--- src/logic/zoomed_video_router_map.vh ---
// register offsets, field positions, reset values and timing for the video router
`ifndef ZOOMED_VIDEO_ROUTER_MAP_VH
`define ZOOMED_VIDEO_ROUTER_MAP_VH

// configuration space dword addresses
`define MM_CTRL_ADDR 8'h84
`define GPIO_CTRL_ADDR 8'h88
`define PIN_ROUTE_ADDR 8'h8C

// multimedia video control, byte 0 of dword 84h
`define MM_EN0_BIT 0
`define MM_EN1_BIT 1
`define MM_PRI_LO 2
`define MM_PRI_HI 4
`define MM_AUTO_BIT 5
`define MM_SEL_BIT 6
`define MM_OUTEN_BIT 7
`define MM_CTRL_RESET 8'h00

// multifunction pin routing fields
`define ROUTE_P0_HI 2
`define ROUTE_P0_LO 0
`define ROUTE_P1_HI 6
`define ROUTE_P1_LO 4
`define ROUTE_P2_HI 10
`define ROUTE_P2_LO 8
`define ROUTE_P3_HI 14
`define ROUTE_P3_LO 12
`define ROUTE_P4_HI 18
`define ROUTE_P4_LO 16
`define PIN_ROUTE_RESET 32'h00000000
`define PIN_FN_VIDEO 3'h7

// general-purpose I/O control and router status
`define GPIO_STAT_EN_BIT 0
`define GPIO_OVF_BIT 1
`define GPIO_SRC_LO 4
`define GPIO_ACT_LO 8

// source codes
`define SRC_A 2'h0
`define SRC_B 2'h1
`define SRC_EXT 2'h2

// priority codes
`define PRI_A_B_E 3'h0
`define PRI_A_E_B 3'h1
`define PRI_B_A_E 3'h2
`define PRI_B_E_A 3'h3
`define PRI_E_A_B 3'h4
`define PRI_E_B_A 3'h5
`define PRI_E_B_A2 3'h6

// pixel clock activity window
`define CLK_PERIOD_NS 20
`define ACT_WINDOW_NS 1000
`define ACT_WINDOW_CYC (`ACT_WINDOW_NS / `CLK_PERIOD_NS)
`define ACT_CNT_W 8

// buffering
`define PIX_W 16
`define FIFO_DEPTH 4
`define FIFO_AW 2

`endif

--- src/logic/pixel_fifo.v ---
// small first-in first-out buffer for pixel words
`timescale 1ns/1ps
`default_nettype none

module pixel_fifo #(
	parameter WIDTH = 16,
	parameter DEPTH = 4,
	parameter AW = 2
) (
	input wire clk_in,
	input wire reset_in,
	input wire in_valid_in,
	output wire in_ready_out,
	input wire [WIDTH-1:0] in_data_in,
	output wire out_valid_out,
	input wire out_ready_in,
	output wire [WIDTH-1:0] out_data_out
);

reg [WIDTH-1:0] mem [0:DEPTH-1];
reg [AW:0] wr_ptr;
reg [AW:0] rd_ptr;
wire full;
wire empty;
wire do_wr;
wire do_rd;

// extra pointer bit tells full from empty
assign full = (wr_ptr[AW] != rd_ptr[AW]) && (wr_ptr[AW-1:0] == rd_ptr[AW-1:0]);
assign empty = (wr_ptr == rd_ptr);
assign in_ready_out = ~full;
assign out_valid_out = ~empty;
assign out_data_out = mem[rd_ptr[AW-1:0]];
assign do_wr = in_valid_in & ~full;
assign do_rd = out_ready_in & ~empty;

always @(posedge clk_in) begin
	if (do_wr) begin
		mem[wr_ptr[AW-1:0]] <= in_data_in;
	end
end

always @(posedge clk_in) begin
	if (reset_in) begin
		wr_ptr <= {(AW+1){1'b0}};
		rd_ptr <= {(AW+1){1'b0}};
	end else begin
		if (do_wr) begin
			wr_ptr <= wr_ptr + 1'b1;
		end
		if (do_rd) begin
			rd_ptr <= rd_ptr + 1'b1;
		end
	end
end

endmodule
`default_nettype wire

--- src/logic/zoomed_video_router.v ---
// video source router with pixel clock auto-detect and configuration registers
`timescale 1ns/1ps
`default_nettype none
`include "zoomed_video_router_map.vh"

// What this block does
// - buffered 16-bit pixel path, no external buffers
// - exactly one socket selected, socket 0 at reset
// - output enable drives pins with routed socket pixels; pins not driven while the external source is routed
// - no data unless a socket enable set
// - selected socket disabled: output pins driven low
// - auto-detect senses pixel clocks, switches multiplexer
// - software select bits steer multiplexer directly
// - auto-detect off after reset
// - control bit 5 turns auto-detect on
// - three-bit field orders sources; 111 reserved
// - several active: highest priority source wins
// - routing 111b makes pin 3/2 external clock
// - routing 111b puts switch status on pin 4/1/0
// - status pin also needs general-purpose enable
module zoomed_video_router (
	input wire clk_in,
	input wire reset_in,
	input wire [7:0] cfg_addr_in,
	input wire [3:0] cfg_be_in,
	input wire cfg_write_in,
	input wire cfg_read_in,
	input wire [31:0] cfg_wdata_in,
	output reg [31:0] cfg_rdata_out,
	output reg cfg_rvalid_out,
	input wire socket0_pixel_clk_in,
	input wire [15:0] socket0_pixel_data_in,
	input wire socket1_pixel_clk_in,
	input wire [15:0] socket1_pixel_data_in,
	input wire [4:0] multifunction_pin_in,
	output reg [4:0] multifunction_pin_out,
	output reg [4:0] multifunction_pin_oe_out,
	output reg [15:0] video_data_out,
	output reg video_clk_out,
	output reg video_oe_out
);

////////////////////////////////////////////////////////////////////////////////
// registers
reg [7:0] multimedia_video_control;
reg [31:0] multifunction_pin_routing;
reg status_pin_enable, overflow;
wire cfg_wr_mm, cfg_wr_gpio, cfg_wr_route, push_drop;
wire socket0_video_enable, socket1_video_enable, auto_detect;
wire output_socket_select, video_output_enable;
wire [2:0] priority_code;
integer b;

assign socket0_video_enable = multimedia_video_control[`MM_EN0_BIT];
assign socket1_video_enable = multimedia_video_control[`MM_EN1_BIT];
assign priority_code = multimedia_video_control[`MM_PRI_HI:`MM_PRI_LO];
assign auto_detect = multimedia_video_control[`MM_AUTO_BIT];
assign output_socket_select = multimedia_video_control[`MM_SEL_BIT];
assign video_output_enable = multimedia_video_control[`MM_OUTEN_BIT];

assign cfg_wr_mm = cfg_write_in & (cfg_addr_in == `MM_CTRL_ADDR) & cfg_be_in[0];
assign cfg_wr_gpio = cfg_write_in & (cfg_addr_in == `GPIO_CTRL_ADDR) & cfg_be_in[0];
assign cfg_wr_route = cfg_write_in & (cfg_addr_in == `PIN_ROUTE_ADDR);

always @(posedge clk_in) begin
	if (reset_in) begin
		// select bit resets to socket 0, auto-detect bit resets clear
		multimedia_video_control <= `MM_CTRL_RESET;
		multifunction_pin_routing <= `PIN_ROUTE_RESET;
		status_pin_enable <= 1'b0;
		overflow <= 1'b0;
	end else begin
		if (cfg_wr_mm) begin
			// bits 7:6 and 5 take effect on the next cycle
			multimedia_video_control <= cfg_wdata_in[7:0];
		end
		if (cfg_wr_route) begin
			for (b = 0; b < 4; b = b + 1) begin
				if (cfg_be_in[b]) begin
					multifunction_pin_routing[8*b +: 8] <= cfg_wdata_in[8*b +: 8];
				end
			end
		end
		if (cfg_wr_gpio) begin
			status_pin_enable <= cfg_wdata_in[`GPIO_STAT_EN_BIT];
		end
		// a new drop beats a clear in the same cycle
		if (push_drop) begin
			overflow <= 1'b1;
		end else if (cfg_wr_gpio & cfg_wdata_in[`GPIO_OVF_BIT]) begin
			overflow <= 1'b0;
		end
	end
end

////////////////////////////////////////////////////////////////////////////////
// pixel clock synchronisers and activity detectors
wire route_p3_clk, route_p2_clk, ext_rise;
wire [3:0] clk_raw, raw_rise;
reg [3:0] clk_s1, clk_s2, clk_s3;
wire [2:0] clk_rise, active;
wire [31:0] act_reload;

assign route_p3_clk = (multifunction_pin_routing[`ROUTE_P3_HI:`ROUTE_P3_LO] == `PIN_FN_VIDEO);
assign route_p2_clk = (multifunction_pin_routing[`ROUTE_P2_HI:`ROUTE_P2_LO] == `PIN_FN_VIDEO);
// each pin has its own synchroniser, so a routing change cannot glitch a sync input
assign clk_raw = {multifunction_pin_in[3:2], socket1_pixel_clk_in, socket0_pixel_clk_in};
assign raw_rise = clk_s2 & ~clk_s3;
// pin 3 wins if software routes both pins as clock inputs
assign ext_rise = route_p3_clk ? raw_rise[3] : (route_p2_clk & raw_rise[2]);
assign clk_rise = {ext_rise, raw_rise[1:0]};
assign act_reload = `ACT_WINDOW_CYC;

always @(posedge clk_in) begin
	if (reset_in) begin
		clk_s1 <= 4'h0;
		clk_s2 <= 4'h0;
		clk_s3 <= 4'h0;
	end else begin
		clk_s1 <= clk_raw;
		clk_s2 <= clk_s1;
		clk_s3 <= clk_s2;
	end
end

genvar g;
generate
	for (g = 0; g < 3; g = g + 1) begin : act_det
		reg [`ACT_CNT_W-1:0] act_cnt;
		always @(posedge clk_in) begin
			if (reset_in) begin
				act_cnt <= {`ACT_CNT_W{1'b0}};
			end else if (clk_rise[g]) begin
				// each edge rearms the window, so a slow clock stays active
				act_cnt <= act_reload[`ACT_CNT_W-1:0];
			end else if (act_cnt != {`ACT_CNT_W{1'b0}}) begin
				act_cnt <= act_cnt - 1'b1;
			end
		end
		assign active[g] = (act_cnt != {`ACT_CNT_W{1'b0}});
	end
endgenerate

////////////////////////////////////////////////////////////////////////////////
// source selection
// returns {found, source}; order packs highest priority in the low slot
function [2:0] pick_source;
	input [2:0] code;
	input [2:0] act;
	reg [5:0] order;
	integer i;
	begin
		case (code)
			`PRI_A_B_E: order = {`SRC_EXT, `SRC_B, `SRC_A};
			`PRI_A_E_B: order = {`SRC_B, `SRC_EXT, `SRC_A};
			`PRI_B_A_E: order = {`SRC_EXT, `SRC_A, `SRC_B};
			`PRI_B_E_A: order = {`SRC_A, `SRC_EXT, `SRC_B};
			`PRI_E_A_B: order = {`SRC_B, `SRC_A, `SRC_EXT};
			`PRI_E_B_A: order = {`SRC_A, `SRC_B, `SRC_EXT};
			`PRI_E_B_A2: order = {`SRC_A, `SRC_B, `SRC_EXT};
			// reserved code falls back to the first order
			default: order = {`SRC_EXT, `SRC_B, `SRC_A};
		endcase
		pick_source = 3'h0;
		// walk lowest rank first so the highest active rank is written last
		for (i = 2; i >= 0; i = i - 1) begin
			if (act[order[2*i +: 2]]) begin
				pick_source = {1'b1, order[2*i +: 2]};
			end
		end
	end
endfunction

wire [2:0] auto_pick;
reg [1:0] route_src, next_route_src;

assign auto_pick = pick_source(priority_code, active);

always @* begin
	if (auto_detect & auto_pick[2]) begin
		next_route_src = auto_pick[1:0];
	end else begin
		// manual mode, or nothing active while auto-detect is on
		next_route_src = {1'b0, output_socket_select};
	end
end

always @(posedge clk_in) begin
	if (reset_in) begin
		route_src <= `SRC_A;
	end else begin
		route_src <= next_route_src;
	end
end

////////////////////////////////////////////////////////////////////////////////
// capture into the internal buffer
reg [15:0] data0_s1, data0_s2, data1_s1, data1_s2;
wire src_is_ext, src_enabled, path_on;
wire push_valid, push_ready, pop_valid, pop_ready;
wire [15:0] push_data, pop_data;

always @(posedge clk_in) begin
	if (reset_in) begin
		data0_s1 <= 16'h0000;
		data0_s2 <= 16'h0000;
		data1_s1 <= 16'h0000;
		data1_s2 <= 16'h0000;
	end else begin
		data0_s1 <= socket0_pixel_data_in;
		data0_s2 <= data0_s1;
		data1_s1 <= socket1_pixel_data_in;
		data1_s2 <= data1_s1;
	end
end

assign src_is_ext = (route_src == `SRC_EXT);
assign src_enabled = (route_src == `SRC_A) ? socket0_video_enable :
	(route_src == `SRC_B) ? socket1_video_enable : 1'b0;
// disabled socket or no socket enabled means nothing leaves the port
assign path_on = video_output_enable & src_enabled;
assign push_valid = path_on & clk_rise[route_src];
assign push_data = (route_src == `SRC_B) ? data1_s2 : data0_s2;
// the drain side cannot keep up only if a source clocks faster than a third of ours
assign push_drop = push_valid & ~push_ready;

pixel_fifo #(
	.WIDTH(`PIX_W),
	.DEPTH(`FIFO_DEPTH),
	.AW(`FIFO_AW)
) pixel_buffer (
	.clk_in(clk_in),
	.reset_in(reset_in),
	.in_valid_in(push_valid),
	.in_ready_out(push_ready),
	.in_data_in(push_data),
	.out_valid_out(pop_valid),
	.out_ready_in(pop_ready),
	.out_data_out(pop_data)
);

////////////////////////////////////////////////////////////////////////////////
// output stage: data set up one cycle before the clock rises
localparam [2:0] ST_IDLE = 3'b001;
localparam [2:0] ST_SETUP = 3'b010;
localparam [2:0] ST_HIGH = 3'b100;
reg [2:0] out_state, next_out_state;

// a closed path drains stale words so a reopened path starts fresh
assign pop_ready = (out_state == ST_IDLE) | ~path_on;

always @* begin
	case (out_state)
		ST_IDLE: next_out_state = (path_on & pop_valid) ? ST_SETUP : ST_IDLE;
		ST_SETUP: next_out_state = path_on ? ST_HIGH : ST_IDLE;
		ST_HIGH: next_out_state = ST_IDLE;
		default: next_out_state = ST_IDLE;
	endcase
end

always @(posedge clk_in) begin
	if (reset_in) begin
		out_state <= ST_IDLE;
		video_data_out <= 16'h0000;
		video_clk_out <= 1'b0;
		video_oe_out <= 1'b0;
	end else begin
		out_state <= next_out_state;
		// external source drives the port through its own buffers
		video_oe_out <= video_output_enable & ~src_is_ext;
		if (~path_on) begin
			video_data_out <= 16'h0000;
			video_clk_out <= 1'b0;
		end else begin
			if (out_state == ST_IDLE && pop_valid) begin
				video_data_out <= pop_data;
			end
			video_clk_out <= (next_out_state == ST_HIGH);
		end
	end
end

////////////////////////////////////////////////////////////////////////////////
// switch status onto multifunction pins, register reads
wire [4:0] status_route;

assign status_route[0] = (multifunction_pin_routing[`ROUTE_P0_HI:`ROUTE_P0_LO] == `PIN_FN_VIDEO);
assign status_route[1] = (multifunction_pin_routing[`ROUTE_P1_HI:`ROUTE_P1_LO] == `PIN_FN_VIDEO);
assign status_route[2] = 1'b0;
assign status_route[3] = 1'b0;
assign status_route[4] = (multifunction_pin_routing[`ROUTE_P4_HI:`ROUTE_P4_LO] == `PIN_FN_VIDEO);

always @(posedge clk_in) begin
	if (reset_in) begin
		multifunction_pin_out <= 5'h00;
		multifunction_pin_oe_out <= 5'h00;
	end else begin
		// needs both the routing code and the general-purpose enable
		multifunction_pin_oe_out <= status_route & {5{status_pin_enable}};
		// high while the external source owns the port, for its buffers
		multifunction_pin_out <= status_route & {5{status_pin_enable & src_is_ext}};
	end
end

always @(posedge clk_in) begin
	if (reset_in) begin
		cfg_rdata_out <= 32'h00000000;
		cfg_rvalid_out <= 1'b0;
	end else begin
		cfg_rvalid_out <= cfg_read_in;
		if (cfg_read_in) begin
			case (cfg_addr_in)
				`MM_CTRL_ADDR: cfg_rdata_out <= {24'h000000, multimedia_video_control};
				`PIN_ROUTE_ADDR: cfg_rdata_out <= multifunction_pin_routing;
				`GPIO_CTRL_ADDR: begin
					cfg_rdata_out <= 32'h00000000;
					cfg_rdata_out[`GPIO_STAT_EN_BIT] <= status_pin_enable;
					cfg_rdata_out[`GPIO_OVF_BIT] <= overflow;
					cfg_rdata_out[`GPIO_SRC_LO +: 2] <= route_src;
					cfg_rdata_out[`GPIO_ACT_LO +: 3] <= active;
				end
				default: cfg_rdata_out <= 32'h00000000;
			endcase
		end
	end
end

endmodule
`default_nettype wire

--- config.mk ---
export PLATFORM = sky130hd
export DESIGN_NAME = zoomed_video_router
export DESIGN_NICKNAME = d
export VERILOG_FILES = /design/src/logic/pixel_fifo.v /design/src/logic/zoomed_video_router.v
export VERILOG_INCLUDE_DIRS = /design/src /design/src/logic
export SDC_FILE = /design/constraint.sdc
export NUM_CORES = 1
export LEC_CHECK = 0
export ABC_CLOCK_PERIOD_IN_PS = 1980
export BUFFER_PORTS_ARGS = -buffer_cell sky130_fd_sc_hd__buf_2
export CAP_MARGIN = 20
export CELL_PAD_IN_SITES_DETAIL_PLACEMENT = 0
export CELL_PAD_IN_SITES_GLOBAL_PLACEMENT = 1
export CORE_MARGIN = 4
export CORE_UTILIZATION = 42
export CTS_BUF_LIST = sky130_fd_sc_hd__clkbuf_4 sky130_fd_sc_hd__clkbuf_8
export DETAILED_ROUTE_END_ITERATION = 7
export GPL_TIMING_DRIVEN = 0
export PLACE_DENSITY_LB_ADDON = 0.1
export RECOVER_POWER = 50
export REMOVE_ABC_BUFFERS = 1
export SYNTH_ARGS = -nofsm -noshare
export SYNTH_HDL_FRONTEND = slang
export SYNTH_SLANG_ARGS = --single-unit
--- constraint.sdc ---
create_clock -name clk_in -period 1.98 [get_ports clk_in]
set_input_delay 0 -clock clk_in [delete_from_list [all_inputs] [get_ports clk_in]]
set_output_delay 0 -clock clk_in [all_outputs]
set_load 0.02 [all_outputs]
# Word level (Yosys, flattened, before mapping)

Memory sizes are Yosys's and may differ from the RTL's. A register that Yosys moved wholly into a read port is not among the register bits.
Cells that the tools add are included.

Add/sub/neg operators: 5
Magnitude comparators: 4
Equal/unequal tests: 22
Muxes and demuxes: 31
Bitwise gates (word level): 26
Reduce and logical (&&, ||, !) cells: 20

Operator list:

| cell                                                       | number |
|---|---|
| one-hot mux 32 bit (3 select lines)                        | 1 |
| 2-to-1 mux 6 bit                                           | 6 |
| one-hot mux 6 bit (5 select lines)                         | 1 |
| == test 3 bit, second input constant                       | 9 |
| == test 8 bit, second input constant                       | 3 |
| nonzero test 8 bit                                         | 3 |
| subtractor 8 x 1 -> 8 bit, second input constant           | 3 |
| AND 1 bit                                                  | 16 |
| 2-to-1 mux 16 bit                                          | 1 |
| less-than comparator 2 x 3 -> 1 bit, second input constant | 4 |
| 2-to-1 mux 1 bit                                           | 12 |
| 2-to-1 mux 3 bit                                           | 4 |
| OR reduction 2 bit                                         | 6 |
| AND 5 bit                                                  | 2 |
| == test 3 x 2 -> 1 bit, second input constant              | 3 |
| binary-select mux 1 bit (select 2 bit)                     | 4 |
| AND reduction 2 bit                                        | 4 |
| nonzero test 2 bit                                         | 4 |
| adder 3 x 1 -> 3 bit, second input constant                | 2 |
| == test 3 x 1 -> 1 bit, second input constant              | 2 |
| one-hot mux 3 bit (2 select lines)                         | 1 |
| NOT 1 bit                                                  | 5 |
| AND 4 bit                                                  | 1 |
| NOT 4 bit                                                  | 1 |
| other kinds (9)                                            | 10 |

Register bits: 198
Bits in writable memories: 64
Input port bits: 87
Output and inout port bits: 61
Logic and storage cells: 140
Memories kept: 1

Memories:

| memory           | depth | width | rd ports | clocked after Yosys merged registers in | write ports | RTL line        | text |
|---|---|---|---|---|---|---|---|
| pixel_buffer.mem | 4     | 16    | 1        | 1                                       | 1           | pixel_fifo.v:20 | `reg [WIDTH-1:0] mem [0:DEPTH-1];` |

# Logic depth before layout (Yosys ltp)

Gate-level depths: netlist of run 1.

Word-level depth: 11
Mapped depth: 6
Gate-level depth less buffers: 6

# Modules after synthesis

A second synthesis of run 1 with hierarchy kept.

Cell total of the unflattened synthesis: 932
Area total of the unflattened synthesis: 10346.2 µm²

Modules (own cells, without submodules):

| module              | instances | cells each | area an instance (µm²) | sequential area each (µm²) |
|---|---|---|---|---|
| zoomed_video_router | 1         | 778        | 7472.2                 | 4083.9 |
| pixel_fifo          | 1         | 154        | 2874.0                 | 2082.0 |

# Worst setup path after synthesis of run 1

OpenSTA, ideal clock, no wires.

Path type: register to register
Start: register pixel_buffer.rd_ptr[1]
End: memory pixel_buffer.mem[0][0] (enable)
Setup time: 374 ps
Data arrival time: 1696 ps
Required time: 1606 ps
Slack: -90 ps
Stages on the path, launching flop included: 6
Buffers on the path: 1
Period minus slack after synthesis: 2070 ps
Path through: dfxtp_1 > clkbuf_1 > xnor2_1 > and3b_1 > and3b_1 > and2_1

Word-level cells in the longest chain between the ends: 6

RTL lines:

| item                                   | RTL line        | text |
|---|---|---|
| start, declared                        | pixel_fifo.v:22 | `reg [AW:0] rd_ptr;` |
| start signal, assigned                 | pixel_fifo.v:46 | `rd_ptr <= {(AW+1){1'b0}};` |
| start signal, assigned                 | pixel_fifo.v:52 | `rd_ptr <= rd_ptr + 1'b1;` |
| == test 2 bit                          | pixel_fifo.v:29 | `assign full = (wr_ptr[AW] != rd_ptr[AW]) && (wr_ptr[AW-1:0] == rd_ptr[AW-1:0]);` |
| logical AND 1 bit                      | pixel_fifo.v:29 |  |
| NOT 1 bit                              | -               |  |
| AND 1 bit                              | pixel_fifo.v:34 | `assign do_wr = in_valid_in & ~full;` |
| 2-to-1 mux 1 bit                       | pixel_fifo.v:38 | `if (do_wr) begin` |
| 2-to-1 mux 1 bit (not written as such) | pixel_fifo.v:39 | `mem[wr_ptr[AW-1:0]] <= in_data_in;` |
| end, declared                          | pixel_fifo.v:20 |  |

No other way between the ends.

# Worst setup path after layout of run 1

Start: register pixel_buffer.wr_ptr[2]
End: memory pixel_buffer.mem[2][3] (enable)

Word-level cells in the longest chain between the ends: 6

RTL lines:

| item                                   | RTL line        | text |
|---|---|---|
| start, declared                        | pixel_fifo.v:21 | `reg [AW:0] wr_ptr;` |
| start signal, assigned                 | pixel_fifo.v:45 | `wr_ptr <= {(AW+1){1'b0}};` |
| start signal, assigned                 | pixel_fifo.v:49 | `wr_ptr <= wr_ptr + 1'b1;` |
| inequality test 1 bit                  | pixel_fifo.v:29 |  |
| logical AND 1 bit                      | pixel_fifo.v:29 |  |
| NOT 1 bit                              | -               |  |
| AND 1 bit                              | pixel_fifo.v:34 |  |
| 2-to-1 mux 1 bit                       | pixel_fifo.v:38 |  |
| 2-to-1 mux 1 bit (not written as such) | pixel_fifo.v:39 |  |

No other way between the ends.

==> results.cfg, run 1 <==
[placement]
port_buffers = 140
dp_slack_ns = -1.08
hpwl_um = 13800
routabilityCongestion = 0.752

[grt]
grt_usage_pct = 16.9
grt_pass1_wl_um = 36700
grt_max_degree = 106
grt_antenna_before_repair = 0
overflow = 0
grt_util_met2_pct = 27.7
use_met3_pct = 4.37
grt_util_met1_pct = 22.2
grt_pass1_vias = 7231
grt_busiest_layer = met2

[floorplanning]
io_pins = 148
die_y_um = 163
dieArea_um2 = 26700
die_x_um = 163
start_util_pct = 42.9
rows = 56
core-area_um2 = 23600

[drt]
wirelength_um = 22300
ant_nets = 0
viasPerCell = 4.70
wl_per_cell_um = 14.9
dr.pass1.iters = 5
drtIter0Drc = 332
drcViolationCount = 0
via_count = 7008

[critical_path]
cpMaxStageDelayCell = dfxtp_1
r2r_slack_ns = 0.11
critPathMaxStageDelay_ns = 0.33
path_max_fanout = 8
crit_path_start_kind = flip-flop
reg2reg_to = pixel_buffer.mem[2][3]$_DFFE_PP_
worstSetupPathType = flip-flop to flip-flop
cp-end-kind = flip-flop
crit_chain = xnor2_1, and3b_1, and3b_2, and2_4, buf_12
critPathRequiredTime_ns = 2.23
crit_arrival_ns = 2.12
reg2reg_from = pixel_buffer.wr_ptr[2]$_SDFFE_PP0N_
r2r_cells = 5

[power_and_ir_drop]
pwr-share-clk_pct = 36.0
combPwrFrac_pct = 18.3
ir_drop_uv = 525
p_per_area_nw_per_um2 = 1020
p_leak_nw = 5.09
seqPwrFrac_pct = 45.7
switching_share_pct = 26.0
power.internal_mw = 10.1
p_switching_mw = 3.54

[timing]
timing.hold.ws_ns = 0.0354
min_period_ns = 1.87
setup_viol = 0
max_freq_mhz = 534
hold_viol_final = 0
maxSlewHeadroom_pct = 13.5
period_share_pct = 94.6
rsz0062_at_grt = false
clock_skew_ns = 0.0123
final-max-slew-violation-count = 0
worstMarginPinSlew_ns = 1.29
finalWorstSetupSlack_ns = 0.106

[clocking]
cts_buffers = 45
clk_pin_slew_worst_paths_ns = 0.06
cts.path.max_buffers = 3
cts_sinks = 274
worstSkewPairLatency_ns = 0.53
clockRootBuffer = clkbuf_8
htree_levels = 2
cts_tree = built

[finish]
fin_util_pct = 56.6
area_growth_pct = 31.7
antenna_cells = 0
mostFrequentLayoutCell = dfxtp_1
drive_above_1_share_pct = 20.2
final_cell_mix = dfxtp_1 (208), dlygate4sd3_1 (113), nor2b_1 (106), nor2_1 (105), buf_2 (82)
nNetsFinal = 1238

[flow_run]
drv_cap = 0

[min_path]
min_to = cfg_rdata_out[4]$_SDFFE_PP0P_
min_path_cells = 3
min_path_type = input pin to flip-flop
min_from = cfg_read_in

[synthesis]
synthArstFlopShare_pct = 0
synth_largest_area_cell = dfxtp_1
ys_seq_elements = 274
synth.top_cell.area_share_pct = 41.5
ys.flop_type = dfxtp_1
seq_area_frac_synth_pct = 60.4
yosysUniqueCellTypes = 50
netlist_area_um2 = 10100
syn_inst = 863
netlist_top_cells_area = dfxtp_1 (41%), edfxtp_1 (19%), mux2i_1 (7.4%), nor2b_1 (6.5%), nor2_1 (3.9%)
syn_avg_cell_area_um2 = 11.8
synth_edf_count = 64
ys_warn_count = 0

[outcome]
status = finished, final reports clean
[power by group through the flow]
stage / combinational [mW] / clock [mW] / sequential [mW]
after floorplan: 1.60 / 0 / 6.34
after global placement: 2.06 / 0 / 6.42
after detailed placement: 2.19 / 0 / 6.36
after CTS: 2.48 / 5.08 / 6.25
after global routing: 2.80 / 5.33 / 6.27
final: 2.49 / 4.89 / 6.22
[final cells by class]
cell class	count	area, µm²
multi-input cells	539	3840
fillers	2106	10300
clock buffers	70	857
flip-flops and latches	274	6130
clock inverters	9	52.6
repair buffers	269	2030
inverters	12	45.0
well taps	319	399
[stage by stage]
stage / total power, mW / cells / area (µm²) / TNS (ns)
floorplan: 7.94 / 824 / 9960 / -51.90
global placement: 8.47 / 1283 / 11100 / -312.77
detailed placement: 8.55 / 1287 / 11200 / -84.74
CTS: 13.8 / 1489 / 13400 / 0
global route: 14.4 / 1492 / 13400 / 0
finish: 13.6 / 1492 / 13400 / 0
[kinds of logic (layout without fill, tap and decap cells)]
logic type / Yosys count / in the layout / share of synthesized area (%)
AND/OR/NAND/NOR: 328 / 329 / 17.4
flip-flops: 274 / 274 / 60.4
multiplexers: 111 / 111 / 13.2
AO/OA/AOI/OAI: 69 / 69 / 4.02
buffers and inverters: 54 / 360 / 2.31
XOR/XNOR: 16 / 16 / 1.38
adder cells (fa/ha/maj): 10 / 10 / 1.23
other: 1 / 4 / 0.0370
[Yosys cell counts, drive strengths merged (2+ instances only)]
cell type / count
nor2: 106
nand2b: 11
mux4: 16
inv: 12
and3b: 2
o31ai: 2
a31oi: 4
or4: 4
xor2: 2
or3: 2
a21oi: 41
nor2b: 106
o21a: 3
mux2i: 75
or3b: 3
and2: 4
dfxtp: 210
nand2: 32
clkbuf: 27
nor4: 9
edfxtp: 64
buf: 15
xnor2: 14
ha: 10
nor3b: 5
and3: 3
nand3: 18
mux2: 20
o21ai: 8
o2bb2ai: 4
nor3: 18
[registers in the layout (all words and copies together) (netlist names), 2 cells and up]
register and count:
pixel_buffer.mem 64, cfg_rdata_out 32, multifunction_pin_routing 32, act_det.act_cnt 24, data0_s1 16, data0_s2 16
data1_s1 16, data1_s2 16, video_data_out 16, multimedia_video_control 8, clk_s1 4, clk_s2 4
clk_s3 4, multifunction_pin_oe_out 3, multifunction_pin_out 3, out_state 3, pixel_buffer.rd_ptr 3, pixel_buffer.wr_ptr 3
route_src 2
[worst max path at each step]
stage	startpoint	end	cells after the start
after floorplan	cfg_addr_in[5]	cfg_rdata_out[11]$_SDFFE_PP0P_	4
after global placement	reset_in	video_clk_out$_SDFF_PP0_	4
after detailed placement	pixel_buffer.rd_ptr[1]$_SDFFE_PP0P_	pixel_buffer.mem[1][3]$_DFFE_PP_	4
after CTS	pixel_buffer.rd_ptr[0]$_SDFFE_PP0P_	pixel_buffer.mem[2][3]$_DFFE_PP_	6
after global routing	pixel_buffer.wr_ptr[2]$_SDFFE_PP0N_	pixel_buffer.mem[2][3]$_DFFE_PP_	5
final	pixel_buffer.wr_ptr[2]$_SDFFE_PP0N_	pixel_buffer.mem[2][3]$_DFFE_PP_	5
[routing by layer]
layer,up-vias,wire [µm]
li1,3526,-
met1,3286,10300
met2,155,10200
met3,41,1240
met4,0,465
met5,-,0
[worst max-delay path, delay by kind of cell (launching register included)]
kind                   cells  cell delay, ns
buffers and inverters      1            0.13
AND/OR/NAND/NOR            3            0.79
flip-flops                 1            0.33
XOR/XNOR                   1            0.33
[timing repair]
item,CTS,global route
hold buffers,113,0
buffers inserted,9,3
gates cloned,1,0
hold endpoints to repair,118,0
setup endpoints to repair,162,47
gates resized for setup,19,1
pin swaps,4,2
(Power assumes the default switching activity.)
==> run 2, diff against run 1 <==
- HOLD_SLACK_MARGIN: not set -> 0.08
- PLACE_DENSITY: not set -> 0.88
- PLACE_DENSITY_LB_ADDON: 0.1 -> not set
==> results.cfg, run 2 (synthesized netlist as in run 1, its figures left out) <==
[clocking]
worstSkewPairLatency_ns = 0.55
clockRootBuffer = clkbuf_8
cts_sinks = 274
cts_buffers = 46
cts_tree = built
htree_levels = 2
clk_pin_slew_worst_paths_ns = 0.06
cts.path.max_buffers = 3

[drt]
viasPerCell = 4.83
via_count = 7416
wl_per_cell_um = 15.5
wirelength_um = 23800
ant_nets = 0
drtIter0Drc = 283
dr.pass1.iters = 5
drcViolationCount = 0

[timing]
max_freq_mhz = 535
setup_viol = 0
fin_setup_tns_ns = 0
min_period_ns = 1.87
final-max-slew-violation-count = 0
rsz0062_at_grt = false
worstMarginPinSlew_ns = 0.992
clock_skew_ns = 0.0268
period_share_pct = 94.5
maxSlewHeadroom_pct = 33.7
hold_viol_final = 0

[finish]
drive_above_1_share_pct = 19.4
largest_reg_flops = 64
final_cell_mix = dfxtp_1 (208), dlygate4sd3_1 (151), nor2b_1 (106), nor2_1 (105), buf_2 (82)
final_area_um2 = 13900
nNetsFinal = 1273
mostFrequentLayoutCell = dfxtp_1
area_growth_pct = 37.5

[grt]
grt_antenna_before_repair = 1
overflow = 0
grt_usage_pct = 17.8
grt_pass1_wl_um = 38200
grt_max_degree = 76
grt_pass1_vias = 7675

[floorplanning]
rows = 56
core-area_um2 = 23600
die_x_um = 163
die_y_um = 163
start_util_pct = 42.9
io_pins = 148
dieArea_um2 = 26700

[critical_path]
crit_path_end = pixel_buffer.wr_ptr[2]$_SDFFE_PP0N_
critPathRequiredTime_ns = 2.40
reg2reg_from = pixel_buffer.rd_ptr[1]$_SDFFE_PP0P_
crit_path_start_kind = flip-flop
crit_arrival_ns = 2.29
reg2reg_to = pixel_buffer.wr_ptr[2]$_SDFFE_PP0N_
startpoint = pixel_buffer.rd_ptr[1]$_SDFFE_PP0P_
r2r_slack_ns = 0.11
cp-end-kind = flip-flop
worstSetupPathType = flip-flop to flip-flop
path_max_fanout = 19
r2r_cells = 4

[power_and_ir_drop]
p_per_area_nw_per_um2 = 1040
ir_drop_uv = 522
p_leak_nw = 5.34

[placement]
hpwl_um = 13600
port_buffers = 140
placed_area_um2 = 11200
routabilityCongestion = 0.821

[flow_run]
drv_cap = 0

[outcome]
status = finished, final reports clean

[min_path]
min_path_type = input pin to flip-flop
## run 2: cell types whose count changed in the layout (fill, tap and decap cells not counted), moves of 4 or more
cell / delta
mux2_1: +10
bufinv_16: +4
dlygate4sd3_1: +38
mux2_2: -11
buf_12: -4
clkbuf_8: +8
clkbuf_4: -5
## run 2: worst min-delay path by stage
| stage | startpoint | end | slack, ns | cells past startpoint |
|---|---|---|---|---|
| finish | cfg_addr_in[6] | cfg_rdata_out[18]$_SDFFE_PP0P_ | 0.10 | 5 |
| detailed placement | socket1_pixel_data_in[5] | data1_s1[5]$_SDFF_PP0_ | 0.21 | 2 |
| floorplan | reset_in | act_det[0].act_cnt[4]$_SDFFE_PP0P_ | 0.07 | 1 |
| global route | cfg_addr_in[4] | cfg_rdata_out[13]$_SDFFE_PP0P_ | 0.1 | 5 |
| global placement | socket0_pixel_data_in[2] | data0_s1[2]$_SDFF_PP0_ | 0.21 | 2 |
| CTS | cfg_addr_in[6] | cfg_rdata_out[13]$_SDFFE_PP0P_ | 0.08 | 5 |
## run 2: final cells by class
type                       count  area [µm²]
tap                          319         399
timing repair buffer         304        2370
clock buffer                  73         930
fill                        1906        9670
sequential                   274        6130
antenna                        1        2.50
clock inverter                13         176
inverter                      12        45.0
multi-input combinational    538        3890
## run 2: per-layer routing
| layer | share of wire [%] | up-vias | GRT usage (%) | wire length [µm] |
|---|---|---|---|---|
| li1 | - | 3613 | - | - |
| met1 | 41 | 3569 | 21.5 | 9830 |
| met2 | 51 | 172 | 31.1 | 12000 |
| met3 | 4.7 | 62 | 3.56 | 1130 |
| met4 | 3.3 | 0 | 7.40 | 781 |
| met5 | 0 | - | 0 | 0 |
## run 2: critical path, cell delays in order, from the launching register on
cell and delay (ns):
dfxtp_4 0.56, xnor2_4 0.11, and3b_1 0.20, and4b_4 0.55, mux2_4 0.33
## run 2: metrics by stage
stage	cells	setup slack (ns)	hold WS, ns	util [%]	total power, mW
2_1_floorplan	824	-0.571	0.0691	-	7.94
3_3_place_gp	1283	-2.34	0.207	46.9	8.42
3_5_place_dp	1288	-0.993	0.212	47.3	8.52
4_1_cts	1526	0.00885	0.0814	58.7	14.5
5_1_grt	1533	0.0142	0.0967	59.0	15.2
6_report	1534	0.110	0.101	59.1	14.5
## run 2: timing repair
action / in CTS / in global routing
hold endpoints to repair: 105 / 0
resized for setup: 17 / 9
endpoints found under the setup margin: 97 / 120
pin swaps: 0 / 5
hold buffers: 152 / 0
gates cloned: 0 / 0
buffers inserted: 0 / 6
## run 2: power by group
part	total, mW	internal, mW	switching, mW	leakage (nW)
combinational	2.49	1.30	1.19	2.41
sequential	6.26	6.01	0.255	2.35
clock	5.74	3.52	2.21	0.576
total	14.5	10.8	3.66	5.34
